==> config.mk <==
export PLATFORM = sky130hd
export DESIGN_NAME = dtp_down_timer
export DESIGN_NICKNAME = d
export VERILOG_FILES = /design/src/dtp_pkg.sv /design/src/dtp_axil_regs.sv /design/src/dtp_down_timer.sv /design/src/dtp_prescaler.sv
export SDC_FILE = /design/constraint.sdc
export NUM_CORES = 1
export LEC_CHECK = 0
export ABC_AREA = 1
export BUFFER_PORTS_ARGS = -buffer_cell sky130_fd_sc_hd__clkbuf_2
export CAP_MARGIN = 20
export CORE_ASPECT_RATIO = 2
export CORE_MARGIN = 4
export CORE_UTILIZATION = 55
export CTS_BUF_LIST = sky130_fd_sc_hd__clkbuf_8
export CTS_CLUSTER_SIZE = 16
export DETAILED_ROUTE_END_ITERATION = 10
export MAX_ROUTING_LAYER = met4
export PLACE_DENSITY = 0.81
export RECOVER_POWER = 50
export SYNTH_ARGS = -nofsm -noshare
export SYNTH_HDL_FRONTEND = slang
export SYNTH_SLANG_ARGS = --single-unit
==> constraint.sdc <==
create_clock -name aclk -period 2.8 [get_ports aclk]
set_input_delay 0 -clock aclk [delete_from_list [all_inputs] [get_ports aclk]]
set_output_delay 0 -clock aclk [all_outputs]
set_load 0.03 [all_outputs]
==> src/dtp_pkg.sv <==
// Package: register map, field layout and types of the down timer
package dtp_pkg;

   // ========================================================
   // Register offsets (index; byte address is four times it; REG_PSCV_ADDR is a byte address)
   localparam logic [1:0] REG_COUNT_IDX  = 2'h0;
   localparam logic [1:0] REG_CTRL1_IDX  = 2'h1;
   localparam logic [1:0] REG_CTRL2_IDX  = 2'h2;
   localparam logic [1:0] REG_DUTY_IDX   = 2'h3;
   localparam logic [3:0] REG_PSCV_ADDR  = 4'h4;

   // ========================================================
   // Control one fields
   localparam int CTL1_RUN       = 0;
   localparam int CTL1_RELOAD    = 1;
   localparam int CTL1_ONESHOT   = 2;
   localparam int CTL1_PWM_AL    = 6;
   localparam int CTL1_PWM_OE    = 7;
   localparam logic [7:0] CTL1_RESET = 8'h00;
   localparam logic [7:0] CTL1_MASK  = 8'hc7;

   // ========================================================
   // Control two fields
   localparam int CTL2_PS_LSB    = 0;
   localparam int CTL2_PS_DIS_N  = 3;
   localparam int CTL2_EDGE      = 4;
   localparam int CTL2_SOURCE    = 5;
   localparam logic [7:0] CTL2_RESET = 8'h3f;
   localparam logic [7:0] CTL2_MASK  = 8'h3f;

   // ========================================================
   // Counter, reset and bus response constants
   localparam logic [7:0] COUNT_TOP    = 8'hff;
   localparam logic [7:0] COUNT_RESET  = 8'hff;
   localparam logic [7:0] DUTY_RESET   = 8'h00;
   localparam logic [7:0] PSCV_RESET   = 8'hff;
   localparam logic [1:0] RESP_OKAY    = 2'h0;
   localparam logic [1:0] RESP_SLVERR  = 2'h2;

   // ========================================================
   // Types
   typedef struct packed {
      logic       run_enable;
      logic       auto_reload_select;
      logic       one_shot_select;
      logic       pwm_active_low;
      logic       pwm_output_enable;
      logic [2:0] prescale_ratio_select;
      logic       prescale_disable_n;
      logic       count_edge_select;
      logic       count_source_select;
      logic [7:0] pwm_duty_compare;
   } dtp_cfg_t;

   typedef struct packed {
      logic       load;
      logic [7:0] load_value;
   } dtp_load_t;

endpackage

==> src/dtp_axil_regs.sv <==
// AXI4-Lite slave: register file of the down timer
//
// Our own choice: the AXI4-Lite interface to the registers.
`timescale 1ns/1ps
module dtp_axil_regs
   import dtp_pkg::*;
(
   // Clock and reset
   input  wire logic        aclk,
   input  wire logic        aresetn,
   // AXI4-Lite
   input  wire logic [3:0]  s_axi_awaddr,
   input  wire logic        s_axi_awvalid,
   output logic             s_axi_awready,
   input  wire logic [31:0] s_axi_wdata,
   input  wire logic [3:0]  s_axi_wstrb,
   input  wire logic        s_axi_wvalid,
   output logic             s_axi_wready,
   output logic [1:0]       s_axi_bresp,
   output logic             s_axi_bvalid,
   input  wire logic        s_axi_bready,
   input  wire logic [3:0]  s_axi_araddr,
   input  wire logic        s_axi_arvalid,
   output logic             s_axi_arready,
   output logic [31:0]      s_axi_rdata,
   output logic [1:0]       s_axi_rresp,
   output logic             s_axi_rvalid,
   input  wire logic        s_axi_rready,
   // Timer side
   input  wire logic [7:0]  live_count,
   input  wire logic [7:0]  prescale_count,
   input  wire logic        run_clear,
   output dtp_cfg_t         cfg,
   output dtp_load_t        count_write
);

   typedef struct packed {
      logic        aw_held;
      logic [3:0]  aw_addr;
      logic        w_held;
      logic [7:0]  w_data;
      logic        w_lane;
      logic        bvalid;
      logic [1:0]  bresp;
      logic        rvalid;
      logic [1:0]  rresp;
      logic [31:0] rdata;
      logic [7:0]  ctl1;
      logic [7:0]  ctl2;
      logic [7:0]  duty;
   } dtp_rg_state_t;

   dtp_rg_state_t state;
   dtp_rg_state_t next_state;
   logic          do_write;

   // Offset decode of a byte address
   function automatic logic [2:0] decode(input logic [3:0] a);
      if (a == {REG_COUNT_IDX, 2'h0})
         return 3'h1;
      else if (a == {REG_CTRL1_IDX, 2'h0})
         return 3'h2;
      else if (a == {REG_CTRL2_IDX, 2'h0})
         return 3'h3;
      else if (a == {REG_DUTY_IDX, 2'h0})
         return 3'h4;
      else
         return 3'h0;
   endfunction

   assign s_axi_awready = !state.aw_held && !state.bvalid;
   assign s_axi_wready  = !state.w_held && !state.bvalid;
   assign s_axi_arready = !state.rvalid;
   assign do_write      = state.aw_held && state.w_held && !state.bvalid;

   // ========================================================
   // Bus and register update
   always_comb
   begin
      next_state = state;
      count_write = '{load: 1'b0, load_value: 8'h00};
      if (s_axi_awvalid && s_axi_awready)
      begin
         next_state.aw_held = 1'b1;
         next_state.aw_addr = s_axi_awaddr;
      end
      if (s_axi_wvalid && s_axi_wready)
      begin
         next_state.w_held = 1'b1;
         next_state.w_data = s_axi_wdata[7:0];
         next_state.w_lane = s_axi_wstrb[0];
      end
      if (run_clear)
         next_state.ctl1[CTL1_RUN] = 1'b0;
      if (do_write)
      begin
         next_state.aw_held = 1'b0;
         next_state.w_held  = 1'b0;
         next_state.bvalid  = 1'b1;
         next_state.bresp   = RESP_OKAY;
         case (decode(state.aw_addr))
            3'h1:
            begin
               count_write.load       = state.w_lane;
               count_write.load_value = state.w_data;
            end
            3'h2:
               if (state.w_lane)
                  next_state.ctl1 = state.w_data & CTL1_MASK;
            3'h3:
               if (state.w_lane)
                  next_state.ctl2 = state.w_data & CTL2_MASK;
            3'h4:
               if (state.w_lane)
                  next_state.duty = state.w_data;
            default:
               next_state.bresp = RESP_SLVERR;
         endcase
      end
      if (state.bvalid && s_axi_bready)
         next_state.bvalid = 1'b0;
      if (s_axi_arvalid && s_axi_arready)
      begin
         next_state.rvalid = 1'b1;
         next_state.rresp  = RESP_OKAY;
         next_state.rdata  = 32'h0000_0000;
         if (s_axi_araddr == {REG_COUNT_IDX, 2'h0})
            next_state.rdata[7:0] = live_count;
         else if (s_axi_araddr == {REG_CTRL1_IDX, 2'h0})
            next_state.rdata[7:0] = state.ctl1;
         else if (s_axi_araddr == {REG_CTRL2_IDX, 2'h0})
            next_state.rdata[7:0] = state.ctl2;
         else if (s_axi_araddr == {REG_DUTY_IDX, 2'h0})
            next_state.rdata[7:0] = 8'h00;
         else if (s_axi_araddr == REG_PSCV_ADDR)
            next_state.rdata[7:0] = prescale_count;
         else
            next_state.rresp = RESP_SLVERR;
      end
      else if (state.rvalid && s_axi_rready)
         next_state.rvalid = 1'b0;
   end

   always_ff @(posedge aclk)
   begin
      if (!aresetn)
      begin
         state      <= '0;
         state.ctl1 <= CTL1_RESET;
         state.ctl2 <= CTL2_RESET;
         state.duty <= DUTY_RESET;
      end
      else
         state <= next_state;
   end

   assign s_axi_bvalid = state.bvalid;
   assign s_axi_bresp  = state.bresp;
   assign s_axi_rvalid = state.rvalid;
   assign s_axi_rresp  = state.rresp;
   assign s_axi_rdata  = state.rdata;

   always_comb
   begin
      cfg.run_enable            = state.ctl1[CTL1_RUN];
      cfg.auto_reload_select    = state.ctl1[CTL1_RELOAD];
      cfg.one_shot_select       = state.ctl1[CTL1_ONESHOT];
      cfg.pwm_active_low        = state.ctl1[CTL1_PWM_AL];
      cfg.pwm_output_enable     = state.ctl1[CTL1_PWM_OE];
      cfg.prescale_ratio_select = state.ctl2[CTL2_PS_LSB +: 3];
      cfg.prescale_disable_n    = state.ctl2[CTL2_PS_DIS_N];
      cfg.count_edge_select     = state.ctl2[CTL2_EDGE];
      cfg.count_source_select   = state.ctl2[CTL2_SOURCE];
      cfg.pwm_duty_compare      = state.duty;
   end

endmodule

==> src/dtp_down_timer.sv <==
// Top: 8-bit down timer with reload, prescaler and PWM output
//
// Contract
// Count register read returns live counter
// Count write loads reload and counter
// Non-stop, no reload: underflow loads 0xff
// Non-stop, reload: underflow loads reload value
// Non-stop mode never halts on underflow
// One-shot counts once to zero, stops
// Reload select ignored in one-shot mode
// Polarity bit one makes PWM active low
// PWM enable routes waveform to pin six
// Prescaler divides by two to 256
// Source bit picks instruction or external clock
// Edge bit picks falling or rising input
// Change ratio only while prescaler disabled
// PWM active from duty match to underflow
// Decrement per tick only while enabled
// Underflow gives one-cycle event pulse
`timescale 1ns/1ps
module dtp_down_timer
   import dtp_pkg::*;
#(
   parameter int PRESCALE_WIDTH = 8
)
(
   // Clock and reset
   input  wire logic        aclk,
   input  wire logic        aresetn,
   // AXI4-Lite slave
   input  wire logic [3:0]  s_axi_awaddr,
   input  wire logic        s_axi_awvalid,
   output logic             s_axi_awready,
   input  wire logic [31:0] s_axi_wdata,
   input  wire logic [3:0]  s_axi_wstrb,
   input  wire logic        s_axi_wvalid,
   output logic             s_axi_wready,
   output logic [1:0]       s_axi_bresp,
   output logic             s_axi_bvalid,
   input  wire logic        s_axi_bready,
   input  wire logic [3:0]  s_axi_araddr,
   input  wire logic        s_axi_arvalid,
   output logic             s_axi_arready,
   output logic [31:0]      s_axi_rdata,
   output logic [1:0]       s_axi_rresp,
   output logic             s_axi_rvalid,
   input  wire logic        s_axi_rready,
   // Count input
   input  wire logic        external_count_input,
   // Port pin six
   input  wire logic        gpio_pin_six_out,
   input  wire logic        gpio_pin_six_oe,
   output logic             portb_pin_six_out,
   output logic             portb_pin_six_oe,
   // Event
   output logic             underflow_flag
);

   typedef struct packed {
      logic [7:0] count;
      logic [7:0] reload;
      logic       pwm_active;
      logic       underflow;
      logic       pin_out;
      logic       pin_oe;
   } dtp_tm_state_t;

   dtp_tm_state_t state;
   dtp_tm_state_t next_state;
   dtp_cfg_t      cfg;
   dtp_load_t     count_write;
   logic          tick;
   logic          run_clear;
   logic [7:0]    prescale_count;
   logic          level;

   // ========================================================
   // Register file
   dtp_axil_regs u_regs (
      .aclk           (aclk),
      .aresetn        (aresetn),
      .s_axi_awaddr   (s_axi_awaddr),
      .s_axi_awvalid  (s_axi_awvalid),
      .s_axi_awready  (s_axi_awready),
      .s_axi_wdata    (s_axi_wdata),
      .s_axi_wstrb    (s_axi_wstrb),
      .s_axi_wvalid   (s_axi_wvalid),
      .s_axi_wready   (s_axi_wready),
      .s_axi_bresp    (s_axi_bresp),
      .s_axi_bvalid   (s_axi_bvalid),
      .s_axi_bready   (s_axi_bready),
      .s_axi_araddr   (s_axi_araddr),
      .s_axi_arvalid  (s_axi_arvalid),
      .s_axi_arready  (s_axi_arready),
      .s_axi_rdata    (s_axi_rdata),
      .s_axi_rresp    (s_axi_rresp),
      .s_axi_rvalid   (s_axi_rvalid),
      .s_axi_rready   (s_axi_rready),
      .live_count     (state.count),
      .prescale_count (prescale_count),
      .run_clear      (run_clear),
      .cfg            (cfg),
      .count_write    (count_write)
   );

   // ========================================================
   // Prescaler, free only while timer runs and not disabled
   dtp_prescaler #(
      .WIDTH (PRESCALE_WIDTH)
   ) u_prescaler (
      .aclk                 (aclk),
      .aresetn              (aresetn),
      .enable               (cfg.run_enable && !cfg.prescale_disable_n),
      .source_select        (cfg.count_source_select),
      .edge_select          (cfg.count_edge_select),
      .ratio_select         (cfg.prescale_ratio_select),
      .external_count_input (external_count_input),
      .tick                 (tick),
      .count_value          (prescale_count)
   );

   // ========================================================
   // Counter, reload and PWM
   always_comb
   begin
      next_state = state;
      next_state.underflow = 1'b0;
      run_clear = 1'b0;
      if (count_write.load)
      begin
         next_state.reload = count_write.load_value;
         next_state.count  = count_write.load_value;
         next_state.pwm_active = 1'b0;
      end
      else if (cfg.run_enable && tick)
      begin
         if (state.count == 8'h00)
         begin
            next_state.underflow  = 1'b1;
            next_state.pwm_active = 1'b0;
            if (cfg.one_shot_select)
               run_clear = 1'b1;
            else if (cfg.auto_reload_select)
               next_state.count = state.reload;
            else
               next_state.count = COUNT_TOP;
         end
         else
         begin
            next_state.count = state.count - 8'h01;
            if (state.count - 8'h01 == cfg.pwm_duty_compare)
               next_state.pwm_active = 1'b1;
         end
      end
      level = state.pwm_active ^ cfg.pwm_active_low;
      if (cfg.pwm_output_enable)
      begin
         next_state.pin_out = level;
         next_state.pin_oe  = 1'b1;
      end
      else
      begin
         next_state.pin_out = gpio_pin_six_out;
         next_state.pin_oe  = gpio_pin_six_oe;
      end
   end

   always_ff @(posedge aclk)
   begin
      if (!aresetn)
      begin
         state        <= '0;
         state.count  <= COUNT_RESET;
         state.reload <= COUNT_RESET;
      end
      else
         state <= next_state;
   end

   assign portb_pin_six_out = state.pin_out;
   assign portb_pin_six_oe  = state.pin_oe;
   assign underflow_flag    = state.underflow;

endmodule

==> src/dtp_prescaler.sv <==
// Prescaler: picks count source and edge, divides by 2 to 256
`timescale 1ns/1ps
module dtp_prescaler
   import dtp_pkg::*;
#(
   parameter int WIDTH = 8
)
(
   // Clock and reset
   input  wire logic             aclk,
   input  wire logic             aresetn,
   // Configuration
   input  wire logic             enable,
   input  wire logic             source_select,
   input  wire logic             edge_select,
   input  wire logic [2:0]       ratio_select,
   // Count input and result
   input  wire logic             external_count_input,
   output logic                  tick,
   output logic [WIDTH-1:0]      count_value
);

   typedef struct packed {
      logic             ext_prev;
      logic [WIDTH-1:0] cnt;
   } dtp_ps_state_t;

   dtp_ps_state_t state;
   dtp_ps_state_t next_state;
   logic          raw_tick;
   logic [WIDTH-1:0] next_cnt;
   logic [WIDTH-1:0] tap_mask;

   // ========================================================
   // Source and edge selection
   always_comb
   begin
      if (source_select)
         raw_tick = edge_select
                  ? (state.ext_prev & ~external_count_input)
                  : (~state.ext_prev & external_count_input);
      else
         raw_tick = 1'b1;
   end

   // ========================================================
   // Divider
   always_comb
   begin
      next_cnt   = state.cnt - WIDTH'(1);
      tap_mask   = WIDTH'((9'h002 << ratio_select) - 9'h001);
      next_state = state;
      next_state.ext_prev = external_count_input;
      tick = 1'b0;
      if (enable && raw_tick)
      begin
         next_state.cnt = next_cnt;
         tick = ((next_cnt & tap_mask) == tap_mask);
      end
   end

   always_ff @(posedge aclk)
   begin
      if (!aresetn)
         state <= '{ext_prev: 1'b0, cnt: '1};
      else
         state <= next_state;
   end

   assign count_value = state.cnt;

endmodule

==> out/summary.md, run 1 <==
The critical path starts at u_prescaler.count_value[0]. For the worst flop-to-flop path, the logic depth is 11. In this run the deepest clock path goes through 2 buffers.

The full die area came out at 8680 um^2. Once detailed placement completed, the half-perimeter wirelength came to 7520 um. For this configuration, the core starts out at a cell density of 56.9%. Across every metal layer, demand over resource in global routing totals 25.1%.

Yosys instantiated no cell more often than sky130_fd_sc_hd__nand2_1. Post-CTS timing repair inserted 0 buffers for setup. Data arrives at the worst endpoint at 2.26 ns. Counting flops and latches in the post-synthesis netlist gives 75. Number of max-cap violations: 1. For the total standard cell area after synthesis, the log shows 3950 um^2. The setup skew after layout is 0.0103 ns, and the total via count after detailed routing is 3708.

The initial antenna violation count is 0, and the actual transition at the worst max-transition pin is 1.75 ns. Count of pins on the block boundary: 98. STA classifies the critical path endpoint as a flop.

Yosys mapped a number of flops with a built-in enable equal to 0. The required time at the endpoint of the critical path was 2.98 ns. For the total power draw, the log shows 2.22 mW. The final reports fail on max-capacitance violations, max-slew violations.

The area growth from synthesis to layout is 10.5%. Yosys attributes the largest share of cell area to sky130_fd_sc_hd__dfxtp_1 38%, sky130_fd_sc_hd__nand2_1 9.1%, sky130_fd_sc_hd__nand3_1 8.2%. Summed over all nets, the switching power comes to 0.614 mW.

Routability-driven placement finished with a final weighted congestion of 0.922. The total core area was 6940 um^2; the internal power of the cells was 1.60 mW. After layout, the worst path uses 74.5% of the clock period. The startpoint identified for the worst register-to-register timing path is u_prescaler.count_value[0]. The initialized floorplan defines 43 standard-cell rows.

Along the worst path, the maximum fanout reaches 8. Dividing the detail-routed wire length by the instance count gives 14.1 um. STA classifies the critical path startpoint as a flop. A synthesized cell averages 7.06 um^2. The maximum ir drop on the vdd rail was 453 uV; the remaining number of nets flagged by the antenna check after routing was 0. Summed over its instances, the top area cell type makes up 38.0% of the synthesized netlist area. In the final layout, the share of cells above drive strength 1 is 9.33%.

The clock insertion delay at the later pin of the skew report was 0.36 ns. TritonCTS built the clock tree. The flow ran to the end, but the final reports show violations. Setup repair after global routing left no endpoint under its margin.

In the synthesized netlist, the cells that appear most often are 96 x sky130_fd_sc_hd__nand2_1, 75 x sky130_fd_sc_hd__dfxtp_1, 69 x sky130_fd_sc_hd__inv_1. Post-placement cell area: 4010 um^2. The final-report max-slew violation count was 46.

After detailed routing, the number of remaining DRC violations is 0. Of all flip-flops after synthesis, the portion carrying an async set or reset was 0%. For the met1 global-route usage, the log shows 21.2%.

Clock-pin slew was measured on the worst setup and hold paths at 0.08 ns. Among all flip-flop cells after synthesis, the most frequent one is sky130_fd_sc_hd__dfxtp_1. The fraction of power spent switching nets was 27.7%; the final non-filler cell total was 701.

The run gives 9860 um as the routed wire length. The final hold violation count was 0; the worst hold margin was 0.0539 ns. Yosys printed 0 warnings.

Met3 capacity usage during global routing: 5.79%. The deepest level of the CTS H-tree is 3, and the number of nets in the final layout is 665. The worst pin sits at a relative slew slack of -16.5%.

The tools report the part of the total power dissipated in sequential elements as 51.3%. The worst register-to-register path has a setup slack of 0.71 ns. The tools report the number of sinks handled by clock tree synthesis as 75. Adding up every negative setup slack in the final design gives 0 ns. The pre-CTS setup slack is 0.773 ns.

Counting instances, the worst hold path has a depth of 3. Entering global routing, the biggest net connects 46 pins. The number of vias per cell after detailed routing is 5.29. Of all cell types, the one taking the most synthesized area is sky130_fd_sc_hd__dfxtp_1.

In this run the critical register-to-register path is captured at state[14]. The first-pass GRT wire length is 16000 um. The die is 128 um tall.

For the initial detailed-routing violation count, the log shows 178. The type of the worst setup path was reg -> reg. Global routing finished with a remaining overflow of 0. After global routing, the most crowded layer is met2.

The shortest period the worst path allows is 2.09 ns, and the met2 layer usage reported by global route is 43.9%. The post-layout utilization of the core was 62.9%. Of the synthesized area, sequential elements account for 38.0%. The share of total power dissipated in combinational logic is 12.6%. The worst hold path terminates at u_regs.state[76]. In this run the most critical hold path is launched from s_axi_awvalid. Setup slack on the critical path of the routed design comes to 0.714 ns. The run gives 36.0% as the share of total power in the clock network. Setup violations remaining at the end of the flow were counted as 0. Number of global-route vias before repair: 3718.

The count of cell types in the netlist is 38, and the power density normalized to cell area is 509 nW/um^2. The logs give 0.479 GHz for the fmax and 4 for the number of iterations in the first detailed-routing pass. The run gives 0 as the final antenna diode count. After routing the design area is 4360 um^2.

The type of the worst min-delay path was in -> reg. The tree is rooted in a sky130_fd_sc_hd__clkbuf_8. For the number of cells produced by synthesis, the log shows 559. In this run the horizontal extent of the chip is 67.9 um. Once placement completed, the tool counted placed cells totaling 667. For the static leakage, the log shows 2.15 nW.

The quantity of I/O buffers inserted on ports works out to 44. The clock buffer count from CTS was 9.
logic make-up after synthesis:
family	Yosys count	synth area share (%)
AOI/OAI and AO/OA	100	14.5
xor gates and xnor gates	4	0.887
adders and majority gates	3	0.951
buffers and inverters	126	16.6
DFF	75	38.0
other	1	0.0950
and+or+nand+nor	250	29.0
flip-flops by register name, summed over array words and instances (netlist names):
register / cells
u_regs.s_axi_bvalid: 1
state: 17
u_regs.s_axi_rresp: 1
u_regs.s_axi_rdata: 8
u_regs.state: 15
u_regs.s_axi_bresp: 1
u_prescaler.state: 1
u_prescaler.count_value: 8
underflow_flag: 1
u_regs.s_axi_rvalid: 1
portb_pin_six_oe: 1
portb_pin_six_out: 1
u_regs.cfg: 19
worst max-delay path, cell delays in order (launching register included):
cell	delay, ns
sky130_fd_sc_hd__dfxtp_1	0.32
sky130_fd_sc_hd__inv_1	0.16
sky130_fd_sc_hd__ha_1	0.28
sky130_fd_sc_hd__nand2_1	0.12
sky130_fd_sc_hd__o21ai_0	0.22
sky130_fd_sc_hd__nand3_1	0.10
sky130_fd_sc_hd__nand2_1	0.15
sky130_fd_sc_hd__inv_1	0.06
sky130_fd_sc_hd__nand4_1	0.08
sky130_fd_sc_hd__nand2_1	0.19
sky130_fd_sc_hd__nand3_1	0.14
sky130_fd_sc_hd__nand3_1	0.08
layout make-up:
| class | count | area, um^2 |
|---|---|---|
| inverters | 73 | 275 |
| repair buffers | 66 | 408 |
| flip-flops and latches | 75 | 1500 |
| well taps | 90 | 113 |
| fillers | 638 | 2580 |
| clock inverters | 4 | 43.8 |
| multi-input cells | 383 | 1890 |
| clock buffers | 10 | 138 |
power groups by stage:
stage	sequential, mW	clock [mW]	combinational (mW)
global route	1.14	0.845	0.312
CTS	1.14	0.807	0.283
finish	1.14	0.800	0.280
detailed placement	1.16	0	0.261
floorplan	1.16	0	0.244
global placement	1.16	0	0.255
how the worst max path moves through the flow:
stage,endpoint,slack (ns),cells after the start
floorplan,u_regs.state[63],1.08,5
CTS,state[14],0.77,11
detailed placement,state[14],0.77,11
finish,state[14],0.71,11
global route,state[16],0.47,11
global placement,state[16],0.83,11
repair_timing:
action / 4_1_cts / 5_1_grt
hold buffers: 20 / 0
gates resized for setup: 0 / 0
endpoints found under the hold margin: 19 / 0
routing by layer:
layer	part of all wire, %	up-vias
li1	-	1870
met1	33	1679
met2	56	107
met3	4.0	52
met4	7.3	0
met5	0	-
placed cells by master, fill, tap and decap left out, types with 2 or more instances in the layout:
cell                            netlist  layout
sky130_fd_sc_hd__conb_1               1      26
sky130_fd_sc_hd__inv_1               69      70
sky130_fd_sc_hd__clkbuf_2             0      25
sky130_fd_sc_hd__o22ai_1              3       3
sky130_fd_sc_hd__nor3_2               3       3
sky130_fd_sc_hd__clkbuf_8             0      10
sky130_fd_sc_hd__nand2_2              3       3
sky130_fd_sc_hd__nand2_1             96      96
sky130_fd_sc_hd__o221ai_1             5       5
sky130_fd_sc_hd__a211oi_1             3       3
sky130_fd_sc_hd__o211ai_1            14      14
sky130_fd_sc_hd__nand4_1              7       7
sky130_fd_sc_hd__ha_1                 3       3
sky130_fd_sc_hd__nor3_1               6       6
sky130_fd_sc_hd__dlygate4sd3_1        0      20
sky130_fd_sc_hd__clkbuf_1             9      20
sky130_fd_sc_hd__nand3b_1             2       2
sky130_fd_sc_hd__a21oi_1             30      30
sky130_fd_sc_hd__nor2_1              59      59
sky130_fd_sc_hd__o21ai_0             42      42
sky130_fd_sc_hd__inv_2                3       3
sky130_fd_sc_hd__nor3b_1              2       2
sky130_fd_sc_hd__clkinv_2             1       3
sky130_fd_sc_hd__dfxtp_1             75      75
sky130_fd_sc_hd__nand3_1             65      65
sky130_fd_sc_hd__xor2_1               3       3
No activity file was read; power rests on OpenSTA's default activity.
==> inputs of run 2 (changes only) <==
Settings changed: ABC_AREA 1 to 0.
Clock period 2.8 ns to 2 ns, I/O delays scaled along.
==> run 2 against run 1 <==
Effect of this change: the flow finishes with violations (negative setup slack); critical endpoint is now state[13]; clock skew grew 0.0011 ns; cell area grew 12%; fmax shrank 4.8%.
==> out/summary.md, run 2 <==
The run gives 0 (unchanged) as the final hold violation count. The run gives 785 uV (+73%) as the maximum ir drop on the vdd rail. Sorting the synthesized cells by how often they occur yields 75 x sky130_fd_sc_hd__dfxtp_1, 61 x sky130_fd_sc_hd__nand2_1, 36 x sky130_fd_sc_hd__buf_4. The tools report the number of failing setup endpoints in the final timing report as 11 (+11). By instance count, the leading cell after synthesis is sky130_fd_sc_hd__dfxtp_1. Relative to the synthesized area, the layout overhead comes to 21.8%. For the deepest level of the CTS H-tree, the log shows 3 (unchanged). Most frequent standard cell in the layout excluding fill and tap cells: sky130_fd_sc_hd__dfxtp_1. The tools report the maximum root-to-sink buffer count as 2 (unchanged).

The number of vias per cell after detailed routing is 5.63 (+6.5%). The nature of the critical path endpoint is a flop. The final non-filler cell area was 4900 um^2 (+12%); the async set-reset flop share out of synthesis was 0% (unchanged). Die boundary width: 68.5 um (+0.85%). The critical path is of the reg -> reg type.

The run gives 8020 um (+6.6%) as the detailed-placement wirelength estimate. Number of nets in the final layout: 614 (-7.7%). The logs give 34.9% (-1.1 points) for the share of total power in the clock network and 2.95 mW (+33%) for the total power draw. The tree is rooted in a sky130_fd_sc_hd__clkbuf_8. The filler cell count in the final layout is 554 (-13%), and the average wire per cell in the routed design is 16.8 um (+20%). Of all cell types, the one taking the most synthesized area is sky130_fd_sc_hd__dfxtp_1. The remaining number of nets flagged by the antenna check after routing was 0 (unchanged); the static leakage was 2.18 nW (+1.5%).

The number of sinks handled by clock tree synthesis came out at 75 (unchanged). The total DRC errors in the routed layout came out at 0 (unchanged). The logs give 614 (-7.9%) for the post-placement cell count and 49 (+29%) for the count of cell types in the netlist.

The share of final-layout standard cells stronger than drive strength 1 was 23.1% (+14 points). The initial antenna violation count is 0 (unchanged). TritonCTS built the clock tree. The share of power burned in combinational logic was 11.8% (-0.8 points).

The total standard cell area after synthesis was 4030 um^2 (+1.9%); the aggregate negative setup slack was -1.68 ns (-1.68 ns). The flow ran to the end, but the final reports show violations. The final antenna diode count was 0 (unchanged); the post-placement cell area was 4420 um^2 (+10%).

Type of the worst min-delay path: in -> reg. The first-pass GRT wire length is 17500 um (+9.4%). The setup skew after layout was 0.0114 ns (+0.00107 ns); the clock insertion delay at the later pin of the skew report was 0.37 ns (about the same). The shortest period the worst path allows is 2.19 ns (+0.105 ns). The total via count after detailed routing came out at 3673 (-0.94%).

The count of flip-flops with a built-in enable after synthesis came out at 0 (unchanged). The post-CTS clock slew at the launch and capture registers of the worst setup and hold paths was 0.08 ns (about the same); the count of state elements after synthesis was 75 (unchanged). The maximum fanout count along the critical path was 9 (+1).

The overflow left after global routing is 0 (unchanged), and the die boundary height is 129 um (+0.90%). Starting utilization of the core area: 57.1% (+0.21 points). Final period utilization: 110% (+35 points). Actual transition at the worst max-transition pin: 0.564 ns (-1.18 ns). Fmax: 0.456 GHz (-4.8%).

The total core area was 7050 um^2 (+1.6%). The logs give -0.192 ns (-0.905 ns) for the smallest setup slack after layout and 4 (unchanged) for the number of iterations in the first detailed-routing pass. The most used flip-flop cell after synthesis is sky130_fd_sc_hd__dfxtp_1. The logs give 0 (-1) for the number of max-cap violations and 1.04 (+13%) for the last weighted congestion value of the routability-driven placer.

The run gives 8830 um^2 (+1.8%) as the full die area. The power density normalized to cell area came out at 601 nW/um^2 (+18%). The worst setup path is launched from a flop.

The number of flip-flops in the largest register was 19 (unchanged). The global router's overall resource usage is 27.5% (+2.3 points), and the mean area per synthesized cell is 8.37 um^2 (+18%). Part of the total power dissipated in sequential elements: 53.4% (+2.1 points). The final non-filler cell total was 652 (-7.0%); the number of global-route vias before repair was 3684 (-0.91%). Yosys attributes the largest share of cell area to sky130_fd_sc_hd__dfxtp_1 37%, sky130_fd_sc_hd__mux2i_1 7.5%, sky130_fd_sc_hd__buf_4 6.7%. The headroom to the max-slew limit is 61.9% (+78 points). The clock buffer count from CTS came out at 9 (unchanged). The quantity of I/O buffers inserted on ports works out to 44 (unchanged). The library cells used most frequently in the layout, excluding fill and tap cells, are 73 x sky130_fd_sc_hd__dfxtp_1, 60 x sky130_fd_sc_hd__nand2_1, 44 x sky130_fd_sc_hd__clkbuf_2, 38 x sky130_fd_sc_hd__buf_4.

The count of pins on the block boundary was 98 (unchanged); the number of cells produced by synthesis was 481 (-14%). Arrival time at the worst endpoint: 2.44 ns (+0.18 ns). The pin count of the biggest net entering global routing came out at 28 (-39%). The final-report max-slew violation count came out at 0 (-100%). The area share of the largest cell type after synthesis was 37.3% (-0.72 points); the initial detailed-routing violation count was 181 (+1.7%).

Internal power of the cells: 2.10 mW (+31%). The tools report the pre-CTS setup slack as -0.145 ns (-0.918 ns). The final reports fail on negative setup slack.

The logs give 2290 um^2 (+21%) for the footprint of the multi-input gates and 43 (unchanged) for the number of placement rows. The switching power was 0.850 mW (+38%); the sequential cell area was 1500 um^2 (+0.17%). The run gives 0 (unchanged) as the Yosys warning count. Setup repair after global routing could not meet its margin everywhere. The fraction of power spent switching nets came out at 28.8% (+1.2 points).

The routed wire length is 11000 um (+11%), and the required time at the endpoint of the critical path is 2.25 ns (-0.73 ns). The tools report the share of the yosys chip area belonging to registers as 37.3% (-0.72 points).
run 2: cell type report:
cell class | instances | area share [%]
clock buffers | 9 | 2.53
clock inverters | 7 | 0.944
inverters | 16 | 1.23
multi-input cells | 349 | 46.7
flip-flops and latches | 75 | 30.7
well taps | 90 | 2.30
repair buffers | 106 | 15.7
run 2: kinds of logic (layout without fill, tap and decap cells):
| family | after synthesis | in the layout | synth area share (%) |
|---|---|---|---|
| and+or+nand+nor | 168 | 168 | 22.2 |
| AOI/OAI and AO/OA | 99 | 99 | 16.0 |
| buffers and inverters | 82 | 138 | 11.0 |
| DFF | 75 | 75 | 37.3 |
| muxes | 30 | 30 | 7.46 |
| xor gates and xnor gates | 23 | 23 | 5.00 |
| adders and majority gates | 3 | 3 | 0.933 |
| other | 1 | 26 | 0.0932 |
run 2: per-layer routing:
metal	share of wire (%)	GRT usage (%)	routed length, um	vias up
met2	55	47.3	6020	127
met4	6.3	19.5	688	0
met3	4.7	5.24	516	55
met1	34	25.9	3750	1732
met5	0	-	0	-
li1	-	-	-	1759
run 2: power groups by stage:
| stage | logic, mW | clock network (mW) | registers [mW] |
|---|---|---|---|
| 2_1_floorplan | 0.277 | 0 | 1.59 |
| 3_3_place_gp | 0.300 | 0 | 1.60 |
| 3_5_place_dp | 0.308 | 0 | 1.61 |
| 4_1_cts | 0.341 | 1.04 | 1.57 |
| 5_1_grt | 0.377 | 1.10 | 1.58 |
| 6_report | 0.347 | 1.03 | 1.57 |
run 2: path summary, 6_finish.rpt:
kind,startpoint,to,slack (ns),cells after the start
worst min register to register,state[6],state[6],0.48,2
worst max register to register,u_prescaler.count_value[3],state[13],-0.19,7
worst max-delay path,u_prescaler.count_value[3],state[13],-0.19,7
worst min-delay path,s_axi_wvalid,u_regs.state[62],0.13,4
run 2: critical path: stages (launching register included):
cell and delay (ns):
sky130_fd_sc_hd__dfxtp_2 0.33, sky130_fd_sc_hd__or4_4 0.57, sky130_fd_sc_hd__nor4_4 0.31, sky130_fd_sc_hd__xnor2_1 0.12, sky130_fd_sc_hd__a41o_2 0.27, sky130_fd_sc_hd__buf_12 0.15, sky130_fd_sc_hd__o31ai_4 0.23, sky130_fd_sc_hd__a21oi_1 0.10
run 2: timing repair:
item / CTS / global route
gates resized for setup: 8 / 16
setup endpoints to repair: 11 / 22
hold buffers: 20 / 0
buffers inserted: 2 / 0
hold endpoints to repair: 19 / 0
pin swaps: 5 / 4
run 2: stage by stage:
step,hold slack (ns),utilization [%]
after detailed placement,0.203,62.7
after floorplan,0.110,-
after CTS,0.115,68.6
final,0.125,69.6
after global routing,0.153,69.6
after global placement,0.198,62.7
==> inputs of run 3 (changes only) <==
--- a/config.mk
+++ b/config.mk
@@ -8,3 +8,2 @@
 export ABC_AREA = 0
-export BUFFER_PORTS_ARGS = -buffer_cell sky130_fd_sc_hd__clkbuf_2
 export CAP_MARGIN = 20
@@ -16,4 +15,5 @@
 export DETAILED_ROUTE_END_ITERATION = 10
+export DONT_BUFFER_PORTS = 1
 export MAX_ROUTING_LAYER = met4
-export PLACE_DENSITY = 0.81
+export PLACE_DENSITY = 0.69
 export RECOVER_POWER = 50
==> constraint.sdc (replaced) <==
create_clock -name aclk -period 2 [get_ports aclk]
set_input_delay 0.1 -clock aclk [delete_from_list [all_inputs] [get_ports aclk]]
set_output_delay 0.1 -clock aclk [all_outputs]
set_load 0.03 [all_outputs]
==> run 3 against run 2 <==
Effect of this change: the flow still finishes with violations (negative setup slack); hold slack worse by 0.11 ns; die area is the same; utilization increased by 0.46 points; final cell count is 3.2% lower; critical endpoint is now u_regs.cfg[18]; largest power group unchanged.
==> out/summary.md, run 3 (same netlist as run 2, synthesis figures left out) <==
The run gives 98 (unchanged) as the count of pins on the block boundary. For the number of global-route vias before repair, the log shows 3422 (-7.1%). The shortest period the worst path allows was 2.19 ns (+0.00232 ns). STA classifies the critical path startpoint as a flop. The required time at the endpoint of the critical path was 2.22 ns (-0.03 ns); the part of the total power dissipated in sequential elements was 52.2% (-1.2 points). The run gives 1.02 (-1.7%) as the last weighted congestion value of the routability-driven placer. The top cell types in the final layout, fill and taps aside, are 71 x sky130_fd_sc_hd__dfxtp_1, 60 x sky130_fd_sc_hd__nand2_1, 47 x sky130_fd_sc_hd__buf_4, 30 x sky130_fd_sc_hd__mux2i_1, 30 x sky130_fd_sc_hd__dlygate4sd3_1. The logs give 4 (unchanged) for the number of iterations in the first detailed-routing pass and 37.8% (+2.9 points) for the share of total power in the clock network. The starting utilization of the core area came out at 57.1% (unchanged). The final-report max-slew violation count is 0 (unchanged), and the actual transition at the worst max-transition pin is 0.585 ns (+0.0219 ns). The maximum fanout count along the critical path was 7 (-2); the detailed-placement wirelength estimate was 7790 um (-2.9%). The maximum root-to-sink buffer count came out at 2 (unchanged). The headroom to the max-slew limit came out at 60.5% (-1.5 points). The quantity of I/O buffers inserted on ports came out at 0 (-100%). For the static leakage, the log shows 2.14 nW (-1.9%). The share of power burned in combinational logic was 10.0% (-1.8 points); the number of max-cap violations was 0 (unchanged). The run gives 0.832 mW (-2.1%) as the switching power. The run gives 27.4% (-0.029 points) as the global router's overall resource usage.

The tools report the pre-CTS setup slack as -0.251 ns (-0.106 ns). The total core area is 7050 um^2 (unchanged). The fraction of power spent switching nets came out at 27.3% (-1.5 points).

The filler cell count in the final layout was 602 (+8.7%); the die boundary width was 68.5 um (unchanged). The run gives 0.0164 ns (+0.00502 ns) as the setup skew after layout. The maximum ir drop on the vdd rail is 602 uV (-23%), and the number of placement rows is 43 (unchanged).

The final period utilization was 110% (+0.12 points); the overflow left after global routing was 0 (unchanged). The worst setup path is captured at a flop. The number of vias per cell after detailed routing was 5.53 (-1.8%); the fmax was 0.456 GHz (-0.11%). The clock tree root driver cell is sky130_fd_sc_hd__clkbuf_8. The tools report the pin count of the biggest net entering global routing as 56 (+100%). The run gives 17300 um (-1.0%) as the first-pass GRT wire length. The clock insertion delay at the later pin of the skew report is 0.36 ns (about the same), and the post-CTS clock slew at the launch and capture registers of the worst setup and hold paths is 0.09 ns (about the same). The run gives -1.84 ns (-0.168 ns) as the aggregate negative setup slack. The slowest stage of the critical path belongs to the cell sky130_fd_sc_hd__or4_4. The total power draw is 3.05 mW (+3.3%), and the average wire per cell in the routed design is 17.9 um (+6.2%). The run gives 0 (unchanged) as the total DRC errors in the routed layout.

TritonCTS built the clock tree. The logs give 0 (unchanged) for the final hold violation count and 2.41 ns (-0.03 ns) for the arrival time at the worst endpoint. The highest cell delay on the worst timing path is 0.58 ns (about the same), and the full die area is 8830 um^2 (unchanged). The share of final-layout standard cells stronger than drive strength 1 is 18.7% (-4.5 points).

Setup repair after global routing could not meet its margin everywhere. For the initial detailed-routing violation count, the log shows 181 (unchanged). The remaining number of nets flagged by the antenna check after routing is 0 (unchanged), and the initial antenna violation count is 0 (unchanged). The run finished, with violations left. For the post-placement cell area, the log shows 4260 um^2 (-3.6%). The most frequent standard cell in the layout excluding fill and tap cells was sky130_fd_sc_hd__dfxtp_1. The type of the worst min-delay path was in -> reg. The die boundary height is 129 um (unchanged), and the power density normalized to cell area is 617 nW/um^2 (+2.6%). The number of sinks handled by clock tree synthesis was 75 (unchanged). The critical path is of the reg -> reg type. The deepest level of the CTS H-tree was 3 (unchanged); the final non-filler cell area was 4930 um^2 (+0.66%).

The number of failing setup endpoints in the final timing report was 13 (+2). The smallest setup slack after layout was -0.194 ns (-0.00232 ns); the final antenna diode count was 0 (unchanged). The internal power of the cells came out at 2.21 mW (+5.5%). Walking the worst path, the cells encountered are or4_4 > nor4_4 > xnor2_1 > a41o_2 > buf_6 > nor4b_4 > o22ai_1. The number of nets in the final layout was 593 (-3.4%); the area added between synthesis and finish was 22.6%. The routed wire length came out at 11300 um (+2.8%). The run gives 9 (unchanged) as the clock buffer count from CTS.

The total via count after detailed routing was 3492 (-4.9%). Number of flip-flops in the largest register: 19 (unchanged). The final reports fail on negative setup slack.
==> run 3: cell types whose count changed in the layout (fill, tap and decap cells not counted), sizes merged <==
cell / previous run / this run
bufinv: 0 / 1
clkbuf: 53 / 13
dlygate4sd3: 20 / 30
buf: 42 / 51
clkinv: 4 / 2
clkinvlp: 2 / 3
==> run 3: area by class of cell <==
class	instances	area, um^2	share of cell area, %
Sequential cell	75	1510	30.5
Tap cell	90	113	2.28
Inverter	16	60.1	1.22
Timing Repair Buffer	85	731	14.8
Clock buffer	9	124	2.51
Multi-Input combinational cell	349	2330	47.2
Clock inverter	7	70.1	1.42
==> run 3: final timing paths <==
kind,depth (start not counted),slack (ns),startpoint,end
worst max-delay path,7,-0.19,u_prescaler.count_value[3],u_regs.cfg[18]
worst max register to register,7,-0.19,u_prescaler.count_value[3],u_regs.cfg[18]
worst min-delay path,2,0.01,aresetn,u_prescaler.count_value[4]
worst min register to register,2,0.48,state[6],state[6]
==> run 3: repair_timing <==
action,in CTS,in global routing
pin swaps,7,11
setup endpoints to repair,12,42
hold buffers,31,0
buffers inserted,3,1
hold endpoints to repair,71,0
gates resized for setup,15,19
==> run 3: per-stage QoR <==
step / std cells / hold WS (ns) / util [%]
after floorplan: 506 / 0.210 / -
after global placement: 580 / 0.171 / 60.4
after detailed placement: 580 / 0.173 / 60.4
after CTS: 630 / 0.00308 / 69.0
after global routing: 631 / 0.0134 / 70.0
final: 631 / 0.0120 / 70.0
==> run 3: worst max-delay path, delay by kind of cell (launching register included) <==
kind	cells	cell delay [ns]
and+or+nand+nor	3	1.04
buffers and inverters	1	0.15
xor gates and xnor gates	1	0.12
DFF	1	0.33
AOI/OAI and AO/OA	2	0.41
==> run 3: routing by layer <==
layer,global-route usage (%),vias to the layer above,wire length (um)
met2,47.1,74,6310
met5,-,-,0
li1,-,1710,-
met1,27.9,1682,4160
met3,6.38,26,330
met4,14.0,0,478
==> run 3: power by group through the flow <==
stage	Combinational, mW	Clock, mW	Sequential (mW)
after floorplan	0.277	0	1.59
after global placement	0.230	0	1.62
after detailed placement	0.236	0	1.62
after CTS	0.301	1.17	1.59
after global routing	0.331	1.23	1.60
final	0.304	1.15	1.59
